===== config.mk =====
export PLATFORM = sky130hd
export DESIGN_NAME = tcs_top
export DESIGN_NICKNAME = d
export VERILOG_FILES = /design/src/inc/tcs_pkg.sv /design/src/inc/tcs_ovf_if.sv /design/src/verilog/tcs_ovf_chan.sv /design/src/verilog/tcs_top.sv
export SDC_FILE = /design/constraint.sdc
export NUM_CORES = 1
export LEC_CHECK = 0
export ABC_AREA = 1
export BUFFER_PORTS_ARGS = -buffer_cell sky130_fd_sc_hd__buf_2
export CAP_MARGIN = 0
export CORE_ASPECT_RATIO = 1.4
export CORE_MARGIN = 3
export CORE_UTILIZATION = 40
export DETAILED_ROUTE_END_ITERATION = 6
export GPL_ROUTABILITY_DRIVEN = 0
export GPL_TIMING_DRIVEN = 1
export HOLD_SLACK_MARGIN = 0.02
export PLACE_DENSITY = 0.71
export SETUP_SLACK_MARGIN = 0.5
export SLEW_MARGIN = 10
export SYNTH_ARGS = -nofsm -noshare
export SYNTH_HDL_FRONTEND = slang
export SYNTH_HIERARCHICAL = 1
export SYNTH_SLANG_ARGS = --single-unit

===== constraint.sdc =====
create_clock -name clk_sys -period 1.1 [get_ports clk_sys]
set_input_delay 0.22 -clock clk_sys [delete_from_list [all_inputs] [get_ports clk_sys]]
set_output_delay 0.22 -clock clk_sys [all_outputs]
set_load 0.1 [all_outputs]

===== src/inc/tcs_pkg.sv =====
package tcs_pkg;
  localparam int          NUM_CH          = 8;
  localparam logic [19:0] ADDR_OVF_CH0    = 20'hF01A0;
  localparam logic [19:0] ADDR_OVF_CH7    = 20'hF01AE;
  localparam logic [19:0] ADDR_EN_STATUS  = 20'hF01B0;
  localparam logic [19:0] ADDR_START_TRIG = 20'hF01B2;
  localparam logic [19:0] ADDR_STOP_TRIG  = 20'hF01B4;
  localparam logic [19:0] ADDR_HI_BYTE    = 20'h00001;
  localparam logic [15:0] TRIG_MASK       = 16'h0AFF;
  localparam logic [15:0] EN_RESET        = 16'h0000;
  localparam logic [15:0] OVF_RESET       = 16'h0000;
  localparam logic [15:0] RD_RESET        = 16'h0000;
  localparam int          OVF_BIT         = 0;
  localparam int          UPPER_CH1_BIT   = 9;
  localparam int          UPPER_CH3_BIT   = 11;
  localparam logic [2:0]  MODE_INTERVAL   = 3'h0;
  localparam logic [2:0]  MODE_CAPTURE    = 3'h2;
  localparam logic [2:0]  MODE_EVENT      = 3'h3;
  localparam logic [2:0]  MODE_ONE_COUNT  = 3'h4;
  localparam logic [2:0]  MODE_CAP_ONE    = 3'h6;

  typedef struct packed {
    logic accept;
    logic notify;
  } tcs_start_t;

  function automatic logic tcs_is_capture(input logic [2:0] mode);
    return (mode == MODE_CAPTURE) || (mode == MODE_CAP_ONE);
  endfunction : tcs_is_capture

  function automatic logic tcs_is_one_shot(input logic [2:0] mode);
    return (mode == MODE_ONE_COUNT) || (mode == MODE_CAP_ONE);
  endfunction : tcs_is_one_shot
endpackage : tcs_pkg


===== src/inc/tcs_ovf_if.sv =====
`timescale 1ns/1ns
`default_nettype none
interface tcs_ovf_if;
  logic [2:0] mode;
  logic       capture;
  logic       ovf_event;
  logic       flag;
  modport ctl  (output mode, output capture, output ovf_event, input flag);
  modport chan (input mode, input capture, input ovf_event, output flag);
endinterface : tcs_ovf_if
`default_nettype wire


===== src/verilog/tcs_ovf_chan.sv =====
`timescale 1ns/1ns
`default_nettype none
module tcs_ovf_chan (
  // Clock and reset
  input wire logic clk_sys,
  input wire logic reset,
  // Channel link
  tcs_ovf_if.chan  ovf
);
  logic pending_r;
  logic flag_r;
  logic capt_mode;

  assign capt_mode = tcs_pkg::tcs_is_capture(ovf.mode);
  assign ovf.flag  = flag_r;

  // remember overflow
  // Overflow is only noted here; the visible flag waits for a capture.
  always_ff @(posedge clk_sys or posedge reset) begin
    if (reset) begin
      pending_r <= 1'b0;
    end else if (!capt_mode || ovf.capture) begin
      pending_r <= 1'b0;
    end else if (ovf.ovf_event) begin
      pending_r <= 1'b1;
    end
  end

  always_ff @(posedge clk_sys or posedge reset) begin
    if (reset) begin
      flag_r <= tcs_pkg::OVF_RESET[tcs_pkg::OVF_BIT];
    end else if (capt_mode && ovf.capture) begin
      flag_r <= pending_r | ovf.ovf_event;
    end
  end

  property p_ovf_set;
    @(posedge clk_sys) disable iff (reset)
      (capt_mode && ovf.capture && (pending_r || ovf.ovf_event)) |=> flag_r;
  endproperty
  a_ovf_set: assert property (p_ovf_set)
    else $error("Overflow flag not set at capture.");

  property p_ovf_clear;
    @(posedge clk_sys) disable iff (reset)
      (capt_mode && ovf.capture && !pending_r && !ovf.ovf_event) |=> !flag_r;
  endproperty
  a_ovf_clear: assert property (p_ovf_clear)
    else $error("Overflow flag not cleared at clean capture.");

  property p_ovf_hold;
    @(posedge clk_sys) disable iff (reset)
      !(capt_mode && ovf.capture) |=> $stable(flag_r);
  endproperty
  a_ovf_hold: assert property (p_ovf_hold)
    else $error("Overflow flag moved without a capture.");

  property p_ovf_mode;
    @(posedge clk_sys) disable iff (reset)
      (ovf.capture && !capt_mode) |=> $stable(flag_r);
  endproperty
  a_ovf_mode: assert property (p_ovf_mode)
    else $error("Overflow flag moved outside capture modes.");

  c_ovf_set: cover property (@(posedge clk_sys) disable iff (reset)
    $rose(flag_r));
endmodule : tcs_ovf_chan
`default_nettype wire


===== src/verilog/tcs_top.sv =====
`timescale 1ns/1ns
`default_nettype none
module tcs_top (
  // Clock and reset
  input  wire logic        clk_sys,
  input  wire logic        reset,
  // CPU memory access
  input  wire logic [19:0] cpu_addr,
  input  wire logic        cpu_wr,
  input  wire logic        cpu_rd,
  input  wire logic        cpu_byte,
  input  wire logic [15:0] cpu_wdata,
  output logic      [15:0] cpu_rdata_r,
  // Channel mode settings
  input  wire logic [7:0]  op_mode_bit2,
  input  wire logic [7:0]  op_mode_bit1,
  input  wire logic [7:0]  op_mode_bit0,
  input  wire logic [7:0]  start_behaviour_bit,
  // Counter datapath status
  input  wire logic [7:0]  counter_busy,
  input  wire logic [7:0]  capture_event,
  input  wire logic [7:0]  overflow_event,
  // Enable status
  output logic      [7:0]  channel_enable_flag,
  output logic             upper_half_enable_ch1,
  output logic             upper_half_enable_ch3,
  // Start actions
  output logic      [7:0]  channel_interrupt_r,
  output logic      [7:0]  channel_timer_output_chg_r,
  output logic      [7:0]  count_restart_r
);
  logic [15:0] en_r;
  logic [15:0] en_nxt;
  logic [15:0] start_bits;
  logic [15:0] stop_bits;
  logic [15:0] rd_word;
  logic [15:0] rdata_nxt;
  logic [19:0] word_addr;
  logic [19:0] ovf_off;
  logic [2:0]  ovf_idx;
  logic [7:0]  ovf_flag;
  logic [7:0]  accept;
  logic [7:0]  notify;
  logic [7:0]  irq_nxt;
  logic [7:0]  restart_nxt;

  // Trigger registers hold nothing; a write only produces pulses.
  function automatic logic [15:0] trig_bits(
    input logic [19:0] a,
    input logic [19:0] base,
    input logic        bw,
    input logic [15:0] d
  );
    logic [15:0] w;
    w = 16'h0000;
    if (a == base) begin
      w = bw ? {8'h00, d[7:0]} : d;
    end else if (bw && (a == base + tcs_pkg::ADDR_HI_BYTE)) begin
      w = {d[7:0], 8'h00};
    end
    return w & tcs_pkg::TRIG_MASK;
  endfunction : trig_bits

  function automatic tcs_pkg::tcs_start_t start_decide(
    input logic [2:0] mode,
    input logic       beh,
    input logic       busy
  );
    tcs_pkg::tcs_start_t d;
    d.accept = 1'b0;
    d.notify = 1'b0;
    case (mode)
      tcs_pkg::MODE_INTERVAL, tcs_pkg::MODE_CAPTURE: begin
        d.accept = 1'b1;
        d.notify = beh;
      end
      tcs_pkg::MODE_EVENT: begin
        d.accept = 1'b1;
      end
      tcs_pkg::MODE_ONE_COUNT, tcs_pkg::MODE_CAP_ONE: begin
        d.accept = !busy || beh;
      end
      // prohibited codes
      // A prohibited code still lets the enable flag set, but the counter
      // is never kicked, so a bad setting cannot start a count.
      default: begin
        d.accept = 1'b0;
      end
    endcase
    return d;
  endfunction : start_decide

  assign start_bits = cpu_wr ? trig_bits(cpu_addr, tcs_pkg::ADDR_START_TRIG,
                                         cpu_byte, cpu_wdata) : 16'h0000;
  assign stop_bits  = cpu_wr ? trig_bits(cpu_addr, tcs_pkg::ADDR_STOP_TRIG,
                                         cpu_byte, cpu_wdata) : 16'h0000;
  assign en_nxt     = (en_r | start_bits) & ~stop_bits;

  always_ff @(posedge clk_sys or posedge reset) begin
    if (reset) begin
      en_r <= tcs_pkg::EN_RESET;
    end else begin
      en_r <= en_nxt;
    end
  end

  // per-channel flags
  // In split mode the low flags of channels 1 and 3 mean the lower half.
  assign channel_enable_flag = en_r[7:0];
  assign upper_half_enable_ch1 = en_r[tcs_pkg::UPPER_CH1_BIT];
  assign upper_half_enable_ch3 = en_r[tcs_pkg::UPPER_CH3_BIT];

  for (genvar n = 0; n < tcs_pkg::NUM_CH; n++) begin : g_ch
    tcs_pkg::tcs_start_t dec;
    logic [2:0]          mode;
    tcs_ovf_if           u_if ();

    assign mode = {op_mode_bit2[n], op_mode_bit1[n], op_mode_bit0[n]};
    assign dec  = start_decide(mode, start_behaviour_bit[n],
                               counter_busy[n]);
    assign accept[n]      = dec.accept;
    assign notify[n]      = dec.notify;
    assign u_if.mode      = mode;
    assign u_if.capture   = capture_event[n];
    assign u_if.ovf_event = overflow_event[n];
    assign ovf_flag[n]    = u_if.flag;

    tcs_ovf_chan u_ovf (
      .clk_sys (clk_sys),
      .reset   (reset),
      .ovf     (u_if.chan)
    );

    property p_start_sets_en;
      @(posedge clk_sys) disable iff (reset)
        start_bits[n] |=> channel_enable_flag[n];
    endproperty
    a_start_sets_en: assert property (p_start_sets_en)
      else $error("Start trigger did not set the enable flag.");

    property p_stop_clears_en;
      @(posedge clk_sys) disable iff (reset)
        stop_bits[n] |=> !channel_enable_flag[n];
    endproperty
    a_stop_clears_en: assert property (p_stop_clears_en)
      else $error("Stop trigger did not clear the enable flag.");

    property p_irq_cause;
      @(posedge clk_sys) disable iff (reset)
        channel_interrupt_r[n] |->
          $past(start_bits[n]) && $past(start_behaviour_bit[n]) &&
          ($past(mode) == tcs_pkg::MODE_INTERVAL ||
           $past(mode) == tcs_pkg::MODE_CAPTURE);
    endproperty
    a_irq_cause: assert property (p_irq_cause)
      else $error("Start interrupt without a notifying start.");

    property p_irq_given;
      @(posedge clk_sys) disable iff (reset)
        (start_bits[n] && start_behaviour_bit[n] &&
         (mode == tcs_pkg::MODE_INTERVAL || mode == tcs_pkg::MODE_CAPTURE))
        |=> channel_interrupt_r[n] && channel_timer_output_chg_r[n];
    endproperty
    a_irq_given: assert property (p_irq_given)
      else $error("Notifying start gave no interrupt or output change.");

    property p_one_shot_quiet;
      @(posedge clk_sys) disable iff (reset)
        (start_bits[n] && tcs_pkg::tcs_is_one_shot(mode))
        |=> !channel_interrupt_r[n] && !channel_timer_output_chg_r[n];
    endproperty
    a_one_shot_quiet: assert property (p_one_shot_quiet)
      else $error("One-count start drove interrupt or output.");

    property p_busy_ignored;
      @(posedge clk_sys) disable iff (reset)
        (start_bits[n] && counter_busy[n] && !start_behaviour_bit[n] &&
         tcs_pkg::tcs_is_one_shot(mode)) |=> !count_restart_r[n];
    endproperty
    a_busy_ignored: assert property (p_busy_ignored)
      else $error("Start during count was not ignored.");

    property p_retrigger;
      @(posedge clk_sys) disable iff (reset)
        (start_bits[n] && counter_busy[n] && start_behaviour_bit[n] &&
         mode == tcs_pkg::MODE_ONE_COUNT)
        |=> count_restart_r[n] && !channel_interrupt_r[n];
    endproperty
    a_retrigger: assert property (p_retrigger)
      else $error("One-count retrigger did not restart quietly.");

    property p_bad_mode;
      @(posedge clk_sys) disable iff (reset)
        (start_bits[n] && mode != tcs_pkg::MODE_INTERVAL &&
         mode != tcs_pkg::MODE_CAPTURE && mode != tcs_pkg::MODE_EVENT &&
         !tcs_pkg::tcs_is_one_shot(mode)) |=> !count_restart_r[n];
    endproperty
    a_bad_mode: assert property (p_bad_mode)
      else $error("Prohibited mode started the counter.");

    property p_cap_one_quiet;
      @(posedge clk_sys) disable iff (reset)
        (start_bits[n] && !start_behaviour_bit[n] &&
         mode == tcs_pkg::MODE_CAP_ONE)
        |=> !channel_interrupt_r[n] &&
            count_restart_r[n] == !$past(counter_busy[n]);
    endproperty
    a_cap_one_quiet: assert property (p_cap_one_quiet)
      else $error("Capture one-count start was not quiet.");

    property p_quiet_start;
      @(posedge clk_sys) disable iff (reset)
        (start_bits[n] && !start_behaviour_bit[n])
        |=> !channel_interrupt_r[n] && !channel_timer_output_chg_r[n];
    endproperty
    a_quiet_start: assert property (p_quiet_start)
      else $error("Quiet start drove interrupt or output.");

    property p_en_hold;
      @(posedge clk_sys) disable iff (reset)
        (!start_bits[n] && !stop_bits[n])
        |=> $stable(channel_enable_flag[n]);
    endproperty
    a_en_hold: assert property (p_en_hold)
      else $error("Enable flag moved without a trigger.");
  end

  // start actions
  // Interrupt and output change share one decision so they never disagree.
  assign restart_nxt = start_bits[7:0] & accept;
  assign irq_nxt     = restart_nxt & notify;

  always_ff @(posedge clk_sys or posedge reset) begin
    if (reset) begin
      channel_interrupt_r        <= 8'h00;
      channel_timer_output_chg_r <= 8'h00;
      count_restart_r            <= 8'h00;
    end else begin
      channel_interrupt_r        <= irq_nxt;
      channel_timer_output_chg_r <= irq_nxt;
      count_restart_r            <= restart_nxt;
    end
  end

  // overflow status has no write path
  assign word_addr = {cpu_addr[19:1], 1'b0};
  assign ovf_off   = word_addr - tcs_pkg::ADDR_OVF_CH0;
  assign ovf_idx   = ovf_off[3:1];

  always_comb begin
    rd_word = 16'h0000;
    if (word_addr >= tcs_pkg::ADDR_OVF_CH0 &&
        word_addr <= tcs_pkg::ADDR_OVF_CH7) begin
      rd_word = {15'h0000, ovf_flag[ovf_idx]};
    end else if (word_addr == tcs_pkg::ADDR_EN_STATUS) begin
      rd_word = en_r;
    end
    if (cpu_byte) begin
      rdata_nxt = cpu_addr[0] ? {8'h00, rd_word[15:8]}
                              : {8'h00, rd_word[7:0]};
    end else begin
      rdata_nxt = cpu_addr[0] ? 16'h0000 : rd_word;
    end
  end

  always_ff @(posedge clk_sys or posedge reset) begin
    if (reset) begin
      cpu_rdata_r <= tcs_pkg::RD_RESET;
    end else if (cpu_rd) begin
      cpu_rdata_r <= rdata_nxt;
    end
  end

  property p_trig_read_zero;
    @(posedge clk_sys) disable iff (reset)
      (cpu_rd && (word_addr == tcs_pkg::ADDR_START_TRIG ||
                  word_addr == tcs_pkg::ADDR_STOP_TRIG))
      |=> cpu_rdata_r == 16'h0000;
  endproperty
  a_trig_read_zero: assert property (p_trig_read_zero)
    else $error("Trigger register did not read as zero.");

  property p_en_read;
    @(posedge clk_sys) disable iff (reset)
      (cpu_rd && !cpu_byte && cpu_addr == tcs_pkg::ADDR_EN_STATUS)
      |=> cpu_rdata_r == $past(en_r);
  endproperty
  a_en_read: assert property (p_en_read)
    else $error("Enable status word read wrong.");

  property p_en_reserved;
    @(posedge clk_sys) disable iff (reset)
      (en_r & ~tcs_pkg::TRIG_MASK) == 16'h0000;
  endproperty
  a_en_reserved: assert property (p_en_reserved)
    else $error("Reserved enable status bit set.");

  property p_ovf_read;
    @(posedge clk_sys) disable iff (reset)
      (cpu_rd && !cpu_byte && cpu_addr == tcs_pkg::ADDR_OVF_CH0)
      |=> cpu_rdata_r == {15'h0000, $past(ovf_flag[0])};
  endproperty
  a_ovf_read: assert property (p_ovf_read)
    else $error("Overflow status word read wrong.");

  property p_ovf_byte_read;
    @(posedge clk_sys) disable iff (reset)
      (cpu_rd && cpu_byte && cpu_addr == tcs_pkg::ADDR_OVF_CH7)
      |=> cpu_rdata_r == {15'h0000, $past(ovf_flag[7])};
  endproperty
  a_ovf_byte_read: assert property (p_ovf_byte_read)
    else $error("Overflow status byte read wrong.");

  property p_upper_quiet;
    @(posedge clk_sys) disable iff (reset)
      (start_bits[7:0] == 8'h00)
      |=> count_restart_r == 8'h00 && channel_interrupt_r == 8'h00;
  endproperty
  a_upper_quiet: assert property (p_upper_quiet)
    else $error("Upper-half trigger produced a start pulse.");

  property p_upper_hold;
    @(posedge clk_sys) disable iff (reset)
      (!start_bits[tcs_pkg::UPPER_CH1_BIT] &&
       !stop_bits[tcs_pkg::UPPER_CH1_BIT])
      |=> $stable(upper_half_enable_ch1);
  endproperty
  a_upper_hold: assert property (p_upper_hold)
    else $error("Upper-half flag moved without a trigger.");

  property p_rdata_hold;
    @(posedge clk_sys) disable iff (reset)
      !cpu_rd |=> $stable(cpu_rdata_r);
  endproperty
  a_rdata_hold: assert property (p_rdata_hold)
    else $error("Read data changed without a read.");

  c_start_irq: cover property (@(posedge clk_sys) disable iff (reset)
    |channel_interrupt_r);
  c_retrigger: cover property (@(posedge clk_sys) disable iff (reset)
    |(count_restart_r & counter_busy));
  c_upper_half: cover property (@(posedge clk_sys) disable iff (reset)
    upper_half_enable_ch1 && !channel_enable_flag[1]);
  c_stop_after_start: cover property (@(posedge clk_sys) disable iff (reset)
    channel_enable_flag[0] ##1 !channel_enable_flag[0]);
endmodule : tcs_top
`default_nettype wire


## After elaboration in Yosys (flattened, before gate mapping)

Index checks and enable logic that the tools add are counted.

- $add $sub $neg: 1
- $lt $le $gt $ge: 3
- Equality and inequality tests: 37
- Mux-type cells: 46
- Bitwise logic cells: 13
- Reductions and logical operators: 91

Operator list:

| kind | count |
|---|---|
| 12-bit two-way mux | 7 |
| 20-bit equality test (second input constant) | 4 |
| 16-bit two-way mux | 4 |
| 3-bit by 2-bit equality test with 1-bit output (second input constant) | 16 |
| 3-bit equality test (second input constant) | 16 |
| 2-bit OR reduction | 16 |
| 1-bit two-way mux | 25 |
| 3-bit logical NOT | 8 |
| 1-bit logical OR | 24 |
| 3-bit OR reduction | 8 |
| 20-bit greater-or-equal comparator (second input constant) | 1 |
| 20-bit <= comparator (second input constant) | 1 |
| 19-bit equality test (second input constant) | 1 |
| 16-bit AND | 1 |
| 8-bit AND | 2 |
| 1-bit logical NOT | 16 |
| 12-bit inverter with 16-bit output | 1 |
| 16-bit by 12-bit bitwise OR with 16-bit output | 1 |
| 1-bit case mux with 2 select lines | 8 |
| 2-bit nonzero test | 8 |
| 1-bit logical AND | 11 |
| 8-bit two-way mux | 1 |
| 1-bit bitwise OR | 8 |
| 3-bit by 4-bit less-than comparator with 1-bit output (second input constant) | 1 |
| other kinds (2) | 2 |

- Register bits after elaboration: 64
- Output and inout port bits: 50
- Word-level logic and storage cells: 211

## Longest topological paths before layout

Gate-level depths: netlist of run 1.

- Word-level depth: 7
- Gate-level depth with buffers: 10
- Mapped depth without buffers: 9

## By module

The synthesis of run 1 kept the hierarchy.

Modules (own cells, without submodules):

| module | instances | cells each | area each (um^2) |
|---|---|---|---|
| tcs_top | 1 | 294 | 2,197.1 |
| tcs_ovf_chan | 8 | 15 | 103.8 |

## Worst setup path before layout of run 1

No wires, ideal clock.

- Kind: register to output
- Start: reg channel_timer_output_chg_r[0]
- End: out channel_timer_output_chg_r[0]
- Arrival time: 1.324 ns
- Path slack: -0.444 ns
- Stages on the path, launching flop included: 2
- Path buffers: 1
- Cells stage by stage: dfrtp_1 > buf_4

RTL lines:

| element | line | RTL |
|---|---|---|
| start: declaration | tcs_top.sv:29 | `output logic [7:0] channel_timer_output_chg_r,` |
| start signal: assignment | tcs_top.sv:240 | `channel_timer_output_chg_r <= irq_nxt;` |

No word-level cell between the ends.

## Worst setup path in the final report of run 1

- Start: in cpu_addr[9]
- End: reg en_r[11]

- Word-level cells in the longest chain between the ends: 7
- Elaborated cells between the ends (all ways): 15
- Classes of those cells: 4 x eq/ne; 6 x mux; 3 x bitwise; 2 x reduce/logical

Ends and longest elaborated chain:

| element | line | RTL |
|---|---|---|
| start: declaration | tcs_top.sv:8 | `input wire logic [19:0] cpu_addr,` |
| 20-bit equality test | tcs_top.sv:58 | `end else if (bw && (a == base + tcs_pkg::ADDR_HI_BYTE)) begin` |
| 1-bit logical AND | tcs_top.sv:58 |  |
| 12-bit two-way mux | tcs_top.sv:58 |  |
| 12-bit two-way mux | tcs_top.sv:56 | `if (a == base) begin` |
| 12-bit two-way mux, on equally long branches | tcs_top.sv:93, tcs_top.sv:95 |  |
| 16-bit by 12-bit bitwise OR with 16-bit output / 12-bit inverter with 16-bit output (equally long branches) | tcs_top.sv:97 | `assign en_nxt = (en_r \| start_bits) & ~stop_bits;` |
| 16-bit AND (*) | tcs_top.sv:97 |  |
| named net en_nxt[11] | tcs_top.sv:33 | `logic [15:0] en_nxt;` |
| end signal: assignment | tcs_top.sv:101 | `en_r <= tcs_pkg::EN_RESET;` |
| end signal: assignment | tcs_top.sv:103 | `en_r <= en_nxt;` |
| end: declaration | tcs_top.sv:32 | `logic [15:0] en_r;` |

The timed path passes the listed nets; every way through them passes the cells marked *.
A chain may end at the register's enable or synchronous reset.

==> results of run 1 <==
[per-layer routing]
metal  up-vias  routed length, um
li1       1657                  -
met1      1728               3890
met2       207               6740
met3        68                823
met4         0                615
met5         -                  0
[worst max-delay path, stage by stage]
cell and delay, ps:
buf_8 110, inv_12 40, buf_6 80, buf_6 80
nand3_4 80, nor2_4 210, buf_6 130, buf_6 80
nand4_1 80, nand2_1 100, nand3_2 80, a21oi_2 170
[cells in the mapped netlist, types with 2 or more instances]
library cell | number | area, sq um
nor2_2 | 10 | 62.6
a21oi_1 | 17 | 85.1
buf_4 | 15 | 113
inv_2 | 4 | 15.0
a21oi_2 | 8 | 70.1
nor4_2 | 2 | 25.0
dfrtp_1 | 52 | 1300
nand3_1 | 45 | 225
nand4_2 | 2 | 25.0
o21ai_0 | 5 | 25.0
nand4_1 | 8 | 50.1
nor3_2 | 2 | 20.0
nand2_1 | 91 | 342
nor3_1 | 4 | 20.0
nor2_1 | 41 | 154
o311ai_1 | 5 | 43.8
inv_1 | 91 | 342
[cells in the final DEF, fill, tap and decap left out, types with 2 or more instances in the layout]
cell type      instances
nand4_4                2
inv_4                  5
a21oi_2               15
a21oi_4                2
dlygate4sd3_1          3
inv_6                  2
nand2_2               15
a21oi_1                8
inv_1                 75
nor2_2                18
dfrtp_4               36
nor3_2                 3
clkbuf_8               5
nor2_4                 8
nand2_1               69
o21ai_1                3
nor2_1                26
inv_8                  2
buf_8                  6
nand2_4                9
nand3_1               29
nor3_4                 2
nand3_4                3
buf_4                 36
buf_6                 20
o311ai_4               5
buf_12                49
dfrtp_1               16
nand3_2               14
nand4_1                8
buf_2                 83
clkinvlp_4             2
conb_1                 6
inv_2                  8
[registers in the layout, summed over array words and instances (netlist names)]
register,flops
cpu_rdata_r,10
en_r,10
channel_timer_output_chg_r,8
count_restart_r,8
g_ch.u_ovf/ovf.flag,8
g_ch.u_ovf/pending_r,8
[logic make-up (layout without fill, tap and decap cells)]
kind of cell | count (synthesis) | in the layout | share of synthesized area
compound gates | 38 | 38 | 0.0814
buf+inv | 112 | 302 | 0.161
other cells | 1 | 6 | 0.00124
flops | 52 | 52 | 0.430
simple gates | 211 | 211 | 0.326
[power by group through the flow]
stage / clock network (W) / logic, W / registers (W)
global route: 0.00147 / 0.00114 / 0.00202
global placement: 0 / 0.000815 / 0.00206
finish: 0.00137 / 0.00106 / 0.00202
floorplan: 0 / 0.000444 / 0.00208
detailed placement: 0 / 0.000842 / 0.00206
CTS: 0.00138 / 0.000951 / 0.00202
[per-stage QoR]
stage	cell area [sq um]	instances	setup TNS, ps	util
after floorplan	3460	419	-1470	-
after global placement	4960	663	-9240	0.692
after detailed placement	4960	663	-10370	0.692
after CTS	5600	698	-5680	0.782
after global routing	5880	704	-8200	0.822
final	5880	704	-5900	0.822
[final timing paths]
path                       slack [ps]                             to  cells past startpoint                   start
max                              -140                       en_r[11]                     12             cpu_addr[9]
min                               -20  channel_timer_output_chg_r[4]                      3                   reset
max reg2reg                       -20                 cpu_rdata_r[1]                      5                 en_r[1]
min reg2reg                       500         g_ch[5].u_ovf/ovf.flag                      2  g_ch[5].u_ovf/ovf.flag
max in group asynchronous         600        g_ch[2].u_ovf/pending_r                      3                   reset
min in group clk_sys               80  channel_timer_output_chg_r[7]                      2         op_mode_bit2[7]
[final cells by class]
type	instances	area, sq um	area share
repair buffers	199	2050	0.349
multi-input cells	255	1750	0.297
flip-flops and latches	52	1440	0.244
inverters	95	412	0.0700
well taps	95	119	0.0202
clock buffers	5	68.8	0.0117
clock inverters	3	46.3	0.00787
[what timing repair did]
action | 4_1_cts | 5_1_grt
buffers inserted | 22 | 6
pin swaps | 38 | 38
gates cloned | 1 | 0
endpoints found under the hold margin | 16 | 13
resized for setup | 60 | 64
setup endpoints to repair | 96 | 106
==> metrics.yaml, run 1 <==
yosys:
  synth_area_sq_um: 3030
  syn_inst: 414
  synth-main-ff-cell: "dfrtp_1"
  avgSynthCellArea_sq_um: 7.31
  yosys_warnings: 6
  yosysUniqueCellTypes: 29
  ys_ff_latch: 52
  synthArstFlopShare: 1.00
  synth_edf_count: 0
  ys_seq_area_frac: 0.430
final_layout:
  area_growth_pct: 94.3
  n_antenna_cell: 0
  fill_cells: 370
  fin_nets: 705
  layout-drive-gt1-share: 0.594
power:
  p_total_w: 0.00445
  p_leak_nw: 2.93
  pwr-share-comb: 0.238
  pwr-share-seq: 0.454
  intPower_w: 0.00307
  switching_share: 0.311
  p_per_area_nw_per_um2: 756
  netSwitchingPower_w: 0.00138
  peakVddDrop_mv: 0.643
  clkPwrFrac: 0.308
global_route:
  grt_pass1_vias: 3652
  met3_usage: 0.0455
  grt_pass1_wl_mm: 16.8
  grt_max_degree: 24
  grt_antenna_before_repair: 0
  grt.total_usage: 0.248
  grt_overflow: 0
  met1_usage: 0.240
  grt_busiest_layer: "met2"
  met2_usage: 0.496
critical_path:
  cp-end-kind: "flip-flop"
  path_max_fanout: 3
  arrival_ps: 1460
  worstPathRequired_ps: 1320
  cp-start-kind: "input port"
  worstSetupPathType: "input port to flip-flop"
clock_network:
  cts_buffers: 5
  cts_tree: "built"
  htreeDepth: 2
  root_buffer: "clkbuf_8"
  worstSkewPairLatency_ps: 310
  hold_buffers: 4
  cts_sinks: 52
  clk_path_buf_depth: 2
  clk_pin_slew_worst_paths_ps: 110
timing:
  timing.final.crit_period_ps: 1240
  setup_ws_ps: -140
  slew_viol_final: 0
  holdWs_ps: -18.9
  skew_ps: 9.10
  rsz0062_at_grt: "true"
  fmax_ghz: 0.806
  final-setup-viol-count: 68
  hold_violations: 13
  period_share: 1.13
routing:
  vias: 3660
  routed_wl_mm: 12.1
  drt_iter0_markers: 260
  dr.pass1.iters: 6
  vias_per_cell: 5.20
  postRouteAntennaNets: 0
  post_drt_wl_per_cell_um: 17.2
  drc_errors: 0
die:
  die_w_um: 79.5
  num_rows: 36
  start_util: 0.423
  die_area_sq_um: 8660
  die_h_um: 109
  io_pins: 147
  fp.coreArea_sq_um: 7160
place:
  io_buffers: 134
  dp_hpwl_mm: 7.56
  place_ws_ps: -373
hold_path:
  hold_path_class: "input port to async pin"
run_status:
  status: "complete, but fails checks"
  violations: "negative hold slack, negative setup slack"
flow_run:
  maxCapViolCount: 0
No activity file was read; power rests on OpenSTA's default activity.
==> run 2, diff against run 1 <==
--- a/config.mk
+++ b/config.mk
@@ -16,6 +16,7 @@
 export GPL_TIMING_DRIVEN = 1
 export HOLD_SLACK_MARGIN = 0.02
 export PLACE_DENSITY = 0.71
+export REMOVE_ABC_BUFFERS = 1
 export SETUP_SLACK_MARGIN = 0.5
 export SLEW_MARGIN = 10
 export SYNTH_ARGS = -nofsm -noshare
==> run 2 against run 1 <==
  * The flow finishes with violations (negative setup slack)
  * Register-to-register slack about the same
  * Non-clock buffer count is 3 lower
  * Sequential power about the same
  * Critical endpoint is now count_restart_r[3]
  * Highest routed layer unchanged
==> metrics.yaml, run 2 (synthesis results as in run 1) <==
place:
  dp_hpwl_mm: 7.45  # -1.6%
  io_buffers: 134  # unchanged
  dp.cells: 663  # unchanged
global_route:
  grt_pass1_wl_mm: 15.7  # -6.7%
  grt_antenna_before_repair: 0  # unchanged
  met3_usage: 0.0388  # -0.00661
  grt_max_degree: 27  # +13%
  grt_overflow: 0  # unchanged
  grt.total_usage: 0.231  # -0.0169
  grt_busiest_layer: "met2"
  met2_usage: 0.436  # -0.0603
  met1_usage: 0.243  # +0.00315
  grt_pass1_vias: 3422  # -6.3%
critical_path:
  cpPeakStageDelay_ps: 160  # -50 ps
  worstSetupPathType: "input port to flip-flop"
  arrival_ps: 1450  # about the same
  slowest_stage: "nor2_1"
  crit_path_cell_trace: "buf_6 -> inv_2 -> nand2_4 -> nor2_4 -> nand2_2 -> nor2_4 -> nand2_4 -> nor2_8 -> buf_8 -> o311ai_4 -> nor2_1"
  cp-end-kind: "flip-flop"
  reg2reg_from: "g_ch[5].u_ovf/ovf.flag"
  cp-start-kind: "input port"
  path_max_fanout: 4  # +1
  crit_start: "cpu_addr[14]"
  rrSetupSlack_ps: -20  # about the same
  worstPathRequired_ps: 1330  # about the same
clock_network:
  clk_path_buf_depth: 2  # unchanged
  htreeDepth: 2  # unchanged
  cts_tree: "built"
  worstSkewPairLatency_ps: 310  # about the same
  cts_buffers: 5  # unchanged
  root_buffer: "clkbuf_8"
  cts_sinks: 52  # unchanged
  clk_pin_slew_worst_paths_ps: 90  # -20 ps
timing:
  rsz0062_at_grt: "true"
  final-setup-viol-count: 68  # unchanged
  holdWs_ps: 73.9  # +92.7 ps
  timing.final.crit_period_ps: 1220  # -20.9 ps
  period_share: 1.11  # -0.0190
  slew_viol_final: 0  # unchanged
  setup_ws_ps: -119  # +20.9 ps
  skew_ps: 6.66  # -2.44 ps
  hold_violations: 0  # -13
  fmax_ghz: 0.820  # +1.7%
die:
  die_w_um: 79.5  # unchanged
  num_rows: 36  # unchanged
  io_pins: 147  # unchanged
  start_util: 0.423  # unchanged
  fp.coreArea_sq_um: 7160  # unchanged
  die_area_sq_um: 8660  # unchanged
  die_h_um: 109  # unchanged
routing:
  routed_wl_mm: 11.3  # -6.1%
  dr.pass1.iters: 6  # unchanged
  vias_per_cell: 5.03  # -3.2%
  postRouteAntennaNets: 0  # unchanged
  vias: 3529  # -3.6%
  drt_iter0_markers: 353  # +36%
  drc_errors: 0  # unchanged
  post_drt_wl_per_cell_um: 16.2  # -5.7%
power:
  p_per_area_nw_per_um2: 786  # +3.9%
  p_leak_nw: 2.94  # +0.23%
  peakVddDrop_mv: 0.603  # -6.2%
  p_total_w: 0.00437  # -1.8%
run_status:
  status: "complete, but fails checks"
  violations: "negative setup slack"
hold_path:
  hold_start: "op_mode_bit2[7]"
  hold_path_class: "input port to flip-flop"
flow_run:
  maxCapViolCount: 0  # unchanged
final_layout:
  n_antenna_cell: 0  # unchanged
  layout-drive-gt1-share: 0.513  # -0.0812
  fin_nets: 702  # -0.43%
  final_cells: 701  # -0.43%
  fin_util: 0.776  # -0.0454
  area_growth_pct: 83.6
  layout_common_cells: "buf_2 (81), inv_1 (79), nand2_1 (73)"
  top_regs: "cpu_rdata_r (10), en_r (10)"
  final_common_cell: "buf_2"
-- run 2: changes by cell type in the layout (fill, tap and decap cells not counted), sizes merged --
cell / delta
buf: -5
inv: +3
clkbuf: +2
clkinv: -2
clkinvlp: -2
dlygate4sd3: +1
dlymetal6s2s: +1
dlymetal6s4s: -1
-- run 2: what timing repair did --
action	4_1_cts	5_1_grt
hold buffers	5	0
pin swaps	49	36
gates resized for setup	87	57
cloned	1	0
endpoints found under the hold margin	20	0
endpoints found under the setup margin	96	140
setup buffers	15	9
-- run 2: routing by layer --
layer	up-vias	wire [um]	share of wire
met5	-	0	0
met4	0	355	0.031
met3	29	721	0.064
met2	178	6510	0.57
met1	1684	3750	0.33
li1	1638	-	-
-- run 2: path summary, 6_finish.rpt --
| kind | end | cells after the start |
|---|---|---|
| max in group asynchronous | g_ch[2].u_ovf/ovf.flag | 3 |
| max | count_restart_r[3] | 11 |
| max reg2reg | cpu_rdata_r[0] | 6 |
| min in group asynchronous | g_ch[3].u_ovf/pending_r | 3 |
| min reg2reg | g_ch[2].u_ovf/ovf.flag | 2 |
| min | channel_timer_output_chg_r[7] | 2 |
-- run 2: layout make-up --
type / instances / area, sq um
clock inverter: 2 / 38.8
clock buffer: 6 / 72.6
timing repair buffer: 196 / 1960
fill: 429 / 1600
tap: 95 / 119
multi-input combinational: 255 / 1690
inverter: 95 / 372
sequential: 52 / 1310
-- run 2: metrics by stage --
step	worst slack [ps]	setup TNS, ps	cell area [sq um]
after detailed placement	-379	-10520	4630
after floorplan	-599	-14990	2920
final	-119	-3170	5560
after CTS	-83.6	-2030	5300
after global routing	-178	-5090	5560
after global placement	-342	-8810	4630
-- run 2: worst max-delay path: cells and delay by family --
family,cells,cell delay (ps)
simple gates,7,800
buf+inv,3,320
compound gates,1,100
-- run 2: report_power, final --
part           internal [W]  total [W]  switching, W
clock              0.000688    0.00134      0.000651
sequential          0.00197    0.00202     0.0000494
combinational      0.000386    0.00101      0.000623
total               0.00305    0.00437       0.00132
==> run 3, diff against run 2 <==
--- a/config.mk
+++ b/config.mk
@@ -16,7 +16,6 @@
 export GPL_TIMING_DRIVEN = 1
 export HOLD_SLACK_MARGIN = 0.02
 export PLACE_DENSITY = 0.71
-export REMOVE_ABC_BUFFERS = 1
 export SETUP_SLACK_MARGIN = 0.5
 export SLEW_MARGIN = 10
 export SYNTH_ARGS = -nofsm -noshare
==> constraint.sdc (replaced) <==
create_clock -name clk_sys -period 1.3 [get_ports clk_sys]
set_input_delay 0.13 -clock clk_sys [delete_from_list [all_inputs] [get_ports clk_sys]]
set_output_delay 0.13 -clock clk_sys [all_outputs]
set_load 0.1 [all_outputs]
==> run 3 against run 2 <==
  * The flow finishes with violations (negative hold slack)
  * Total power shrank 18%
  * First-iteration DRC count shrank 49%
  * Wire length shrank 0.96%
  * Utilization grew 1.2 points
  * Global-route usage shrank 0.39 points
  * Setup slack gained 270 ps
  * Sequential cell count is the same
==> metrics.yaml, run 3 (synthesis results as in run 1) <==
run_status:
  status: "complete, but fails checks"
  violations: "negative hold slack"
global_route:
  grt_antenna_before_repair: 0  # unchanged
  grt_max_degree: 27  # unchanged
  grt_pass1_wl_mm: 15.4  # -1.5%
  grt.total_usage: 0.227  # -0.00394
  grt_pass1_vias: 3422  # unchanged
  grt_overflow: 0  # unchanged
critical_path:
  path_max_fanout: 2  # -2
  cp-end-kind: "output port"
  cpPeakStageDelay_ps: 530  # +370 ps
  rr_worst_depth: 5  # -1
  worstPathRequired_ps: 1170  # -160 ps
  worst-path-stages: 1  # -10
  crit_buf_inv: 1  # -2
  worstSetupPathType: "flip-flop to output port"
  crit_family: "flip-flops"
  cp-start-kind: "flip-flop"
  arrival_ps: 1020  # -430 ps
  slowest_stage: "dfrtp_4"
  crit_path_cell_trace: "buf_12"
clock_network:
  cts_sinks: 52  # unchanged
  cts_buffers: 5  # unchanged
  worstSkewPairLatency_ps: 320  # about the same
  clk_path_buf_depth: 2  # unchanged
  htreeDepth: 2  # unchanged
  root_buffer: "clkbuf_8"
  cts_tree: "built"
  clk_pin_slew_worst_paths_ps: 100  # about the same
routing:
  drt_iter0_markers: 179  # -49%
  routed_wl_mm: 11.2  # -0.96%
  vias_per_cell: 5.03  # -0.17%
  drc_errors: 0  # unchanged
  postRouteAntennaNets: 0  # unchanged
  post_drt_wl_per_cell_um: 16.0  # -0.82%
  vias: 3518  # -0.31%
  dr.pass1.iters: 4  # -2
die:
  num_rows: 36  # unchanged
  io_pins: 147  # unchanged
  die_h_um: 109  # unchanged
  fp.coreArea_sq_um: 7160  # unchanged
  die_w_um: 79.5  # unchanged
  die_area_sq_um: 8660  # unchanged
  start_util: 0.423  # unchanged
timing:
  holdWs_ps: -12.0  # -85.8 ps
  slew_viol_final: 0  # unchanged
  hold_violations: 1  # +1
  skew_ps: 13.8  # +7.11 ps
  fmax_ghz: 0.869
  final-setup-viol-count: 0  # -100%
  period_share: 0.885
  rsz0062_at_grt: "true"
  timing.final.crit_period_ps: 1150
power:
  p_leak_nw: 2.87  # -2.5%
  peakVddDrop_mv: 0.485  # -19%
  p_total_w: 0.00359  # -18%
  p_per_area_nw_per_um2: 635  # -19%
final_layout:
  n_antenna_cell: 0  # unchanged
  layout-drive-gt1-share: 0.562  # +0.0488
  final_common_cell: "inv_1"
  final_cells: 700  # -0.14%
  top_regs: "cpu_rdata_r (10), en_r (10)"
  area_growth_pct: 86.4
  fill_cells: 423  # -1.4%
  layout_common_cells: "inv_1 (78), buf_2 (77), nand2_1 (74)"
  fin_nets: 701  # -0.14%
place:
  dp_hpwl_mm: 6.83  # -8.3%
  io_buffers: 134  # unchanged
  dp.cells: 643  # -3.0%
flow_run:
  maxCapViolCount: 0  # unchanged
hold_path:
  holdPathStages: 2  # unchanged
  hold_path_class: "input port to flip-flop"
[run 3: cell count changes in the layout (fill, tap and decap cells not counted), moves of 5 or more]
| cell | previous run | this run |
|---|---|---|
| dfrtp_1 | 43 | 16 |
| buf_6 | 16 | 37 |
| dfrtp_2 | 9 | 24 |
| buf_12 | 46 | 32 |
| buf_4 | 44 | 31 |
| dfrtp_4 | 0 | 12 |
| a21oi_1 | 13 | 8 |
| inv_2 | 11 | 6 |
[run 3: per-stage QoR]
| step | setup TNS, ps | setup slack, ps | utilization | instance area, sq um |
|---|---|---|---|---|
| floorplan | 0 | 171 | - | 3340 |
| global placement | -213 | -30.9 | 0.560 | 4010 |
| detailed placement | -716 | -94.3 | 0.560 | 4010 |
| CTS | 0 | 150 | 0.714 | 5110 |
| global route | 0 | 128 | 0.788 | 5640 |
| finish | 0 | 150 | 0.788 | 5640 |
[run 3: path summary, 6_finish.rpt]
check	slack (ps)	to	start
min in group asynchronous	310	g_ch[0].u_ovf/ovf.flag	reset
max	150	channel_timer_output_chg_r[7]	channel_timer_output_chg_r[7]
max reg2reg	230	cpu_rdata_r[1]	en_r[1]
max in group asynchronous	590	en_r[11]	reset
min reg2reg	510	g_ch[1].u_ovf/ovf.flag	g_ch[1].u_ovf/ovf.flag
min	-10	channel_timer_output_chg_r[7]	op_mode_bit2[7]
[run 3: repair_timing]
action,4_1_cts,5_1_grt
pin swaps,36,46
cloned,1,0
setup buffers,19,20
setup endpoints to repair,80,122
hold endpoints to repair,35,44
resized for setup,185,93
hold buffers,9,1
[run 3: final cells by class]
| type | count | area [sq um] | area share |
|---|---|---|---|
| Inverter | 95 | 414 | 0.0734 |
| Timing Repair Buffer | 195 | 1910 | 0.338 |
| Tap cell | 95 | 119 | 0.0211 |
| Multi-Input combinational cell | 255 | 1730 | 0.307 |
| Clock buffer | 5 | 68.8 | 0.0122 |
| Sequential cell | 52 | 1380 | 0.244 |
| Clock inverter | 3 | 27.5 | 0.00488 |
[run 3: report_power, final]
part           total [W]  switching (W)  internal [W]
clock network   0.000997       0.000600      0.000397
registers        0.00171      0.0000399       0.00167
logic           0.000879       0.000539      0.000341
total            0.00359        0.00118       0.00241
[run 3: layer usage]
layer	global-route usage	wire [um]
met5	0	0
met4	0.0885	386
met3	0.0331	522
met2	0.445	6510
met1	0.237	3810
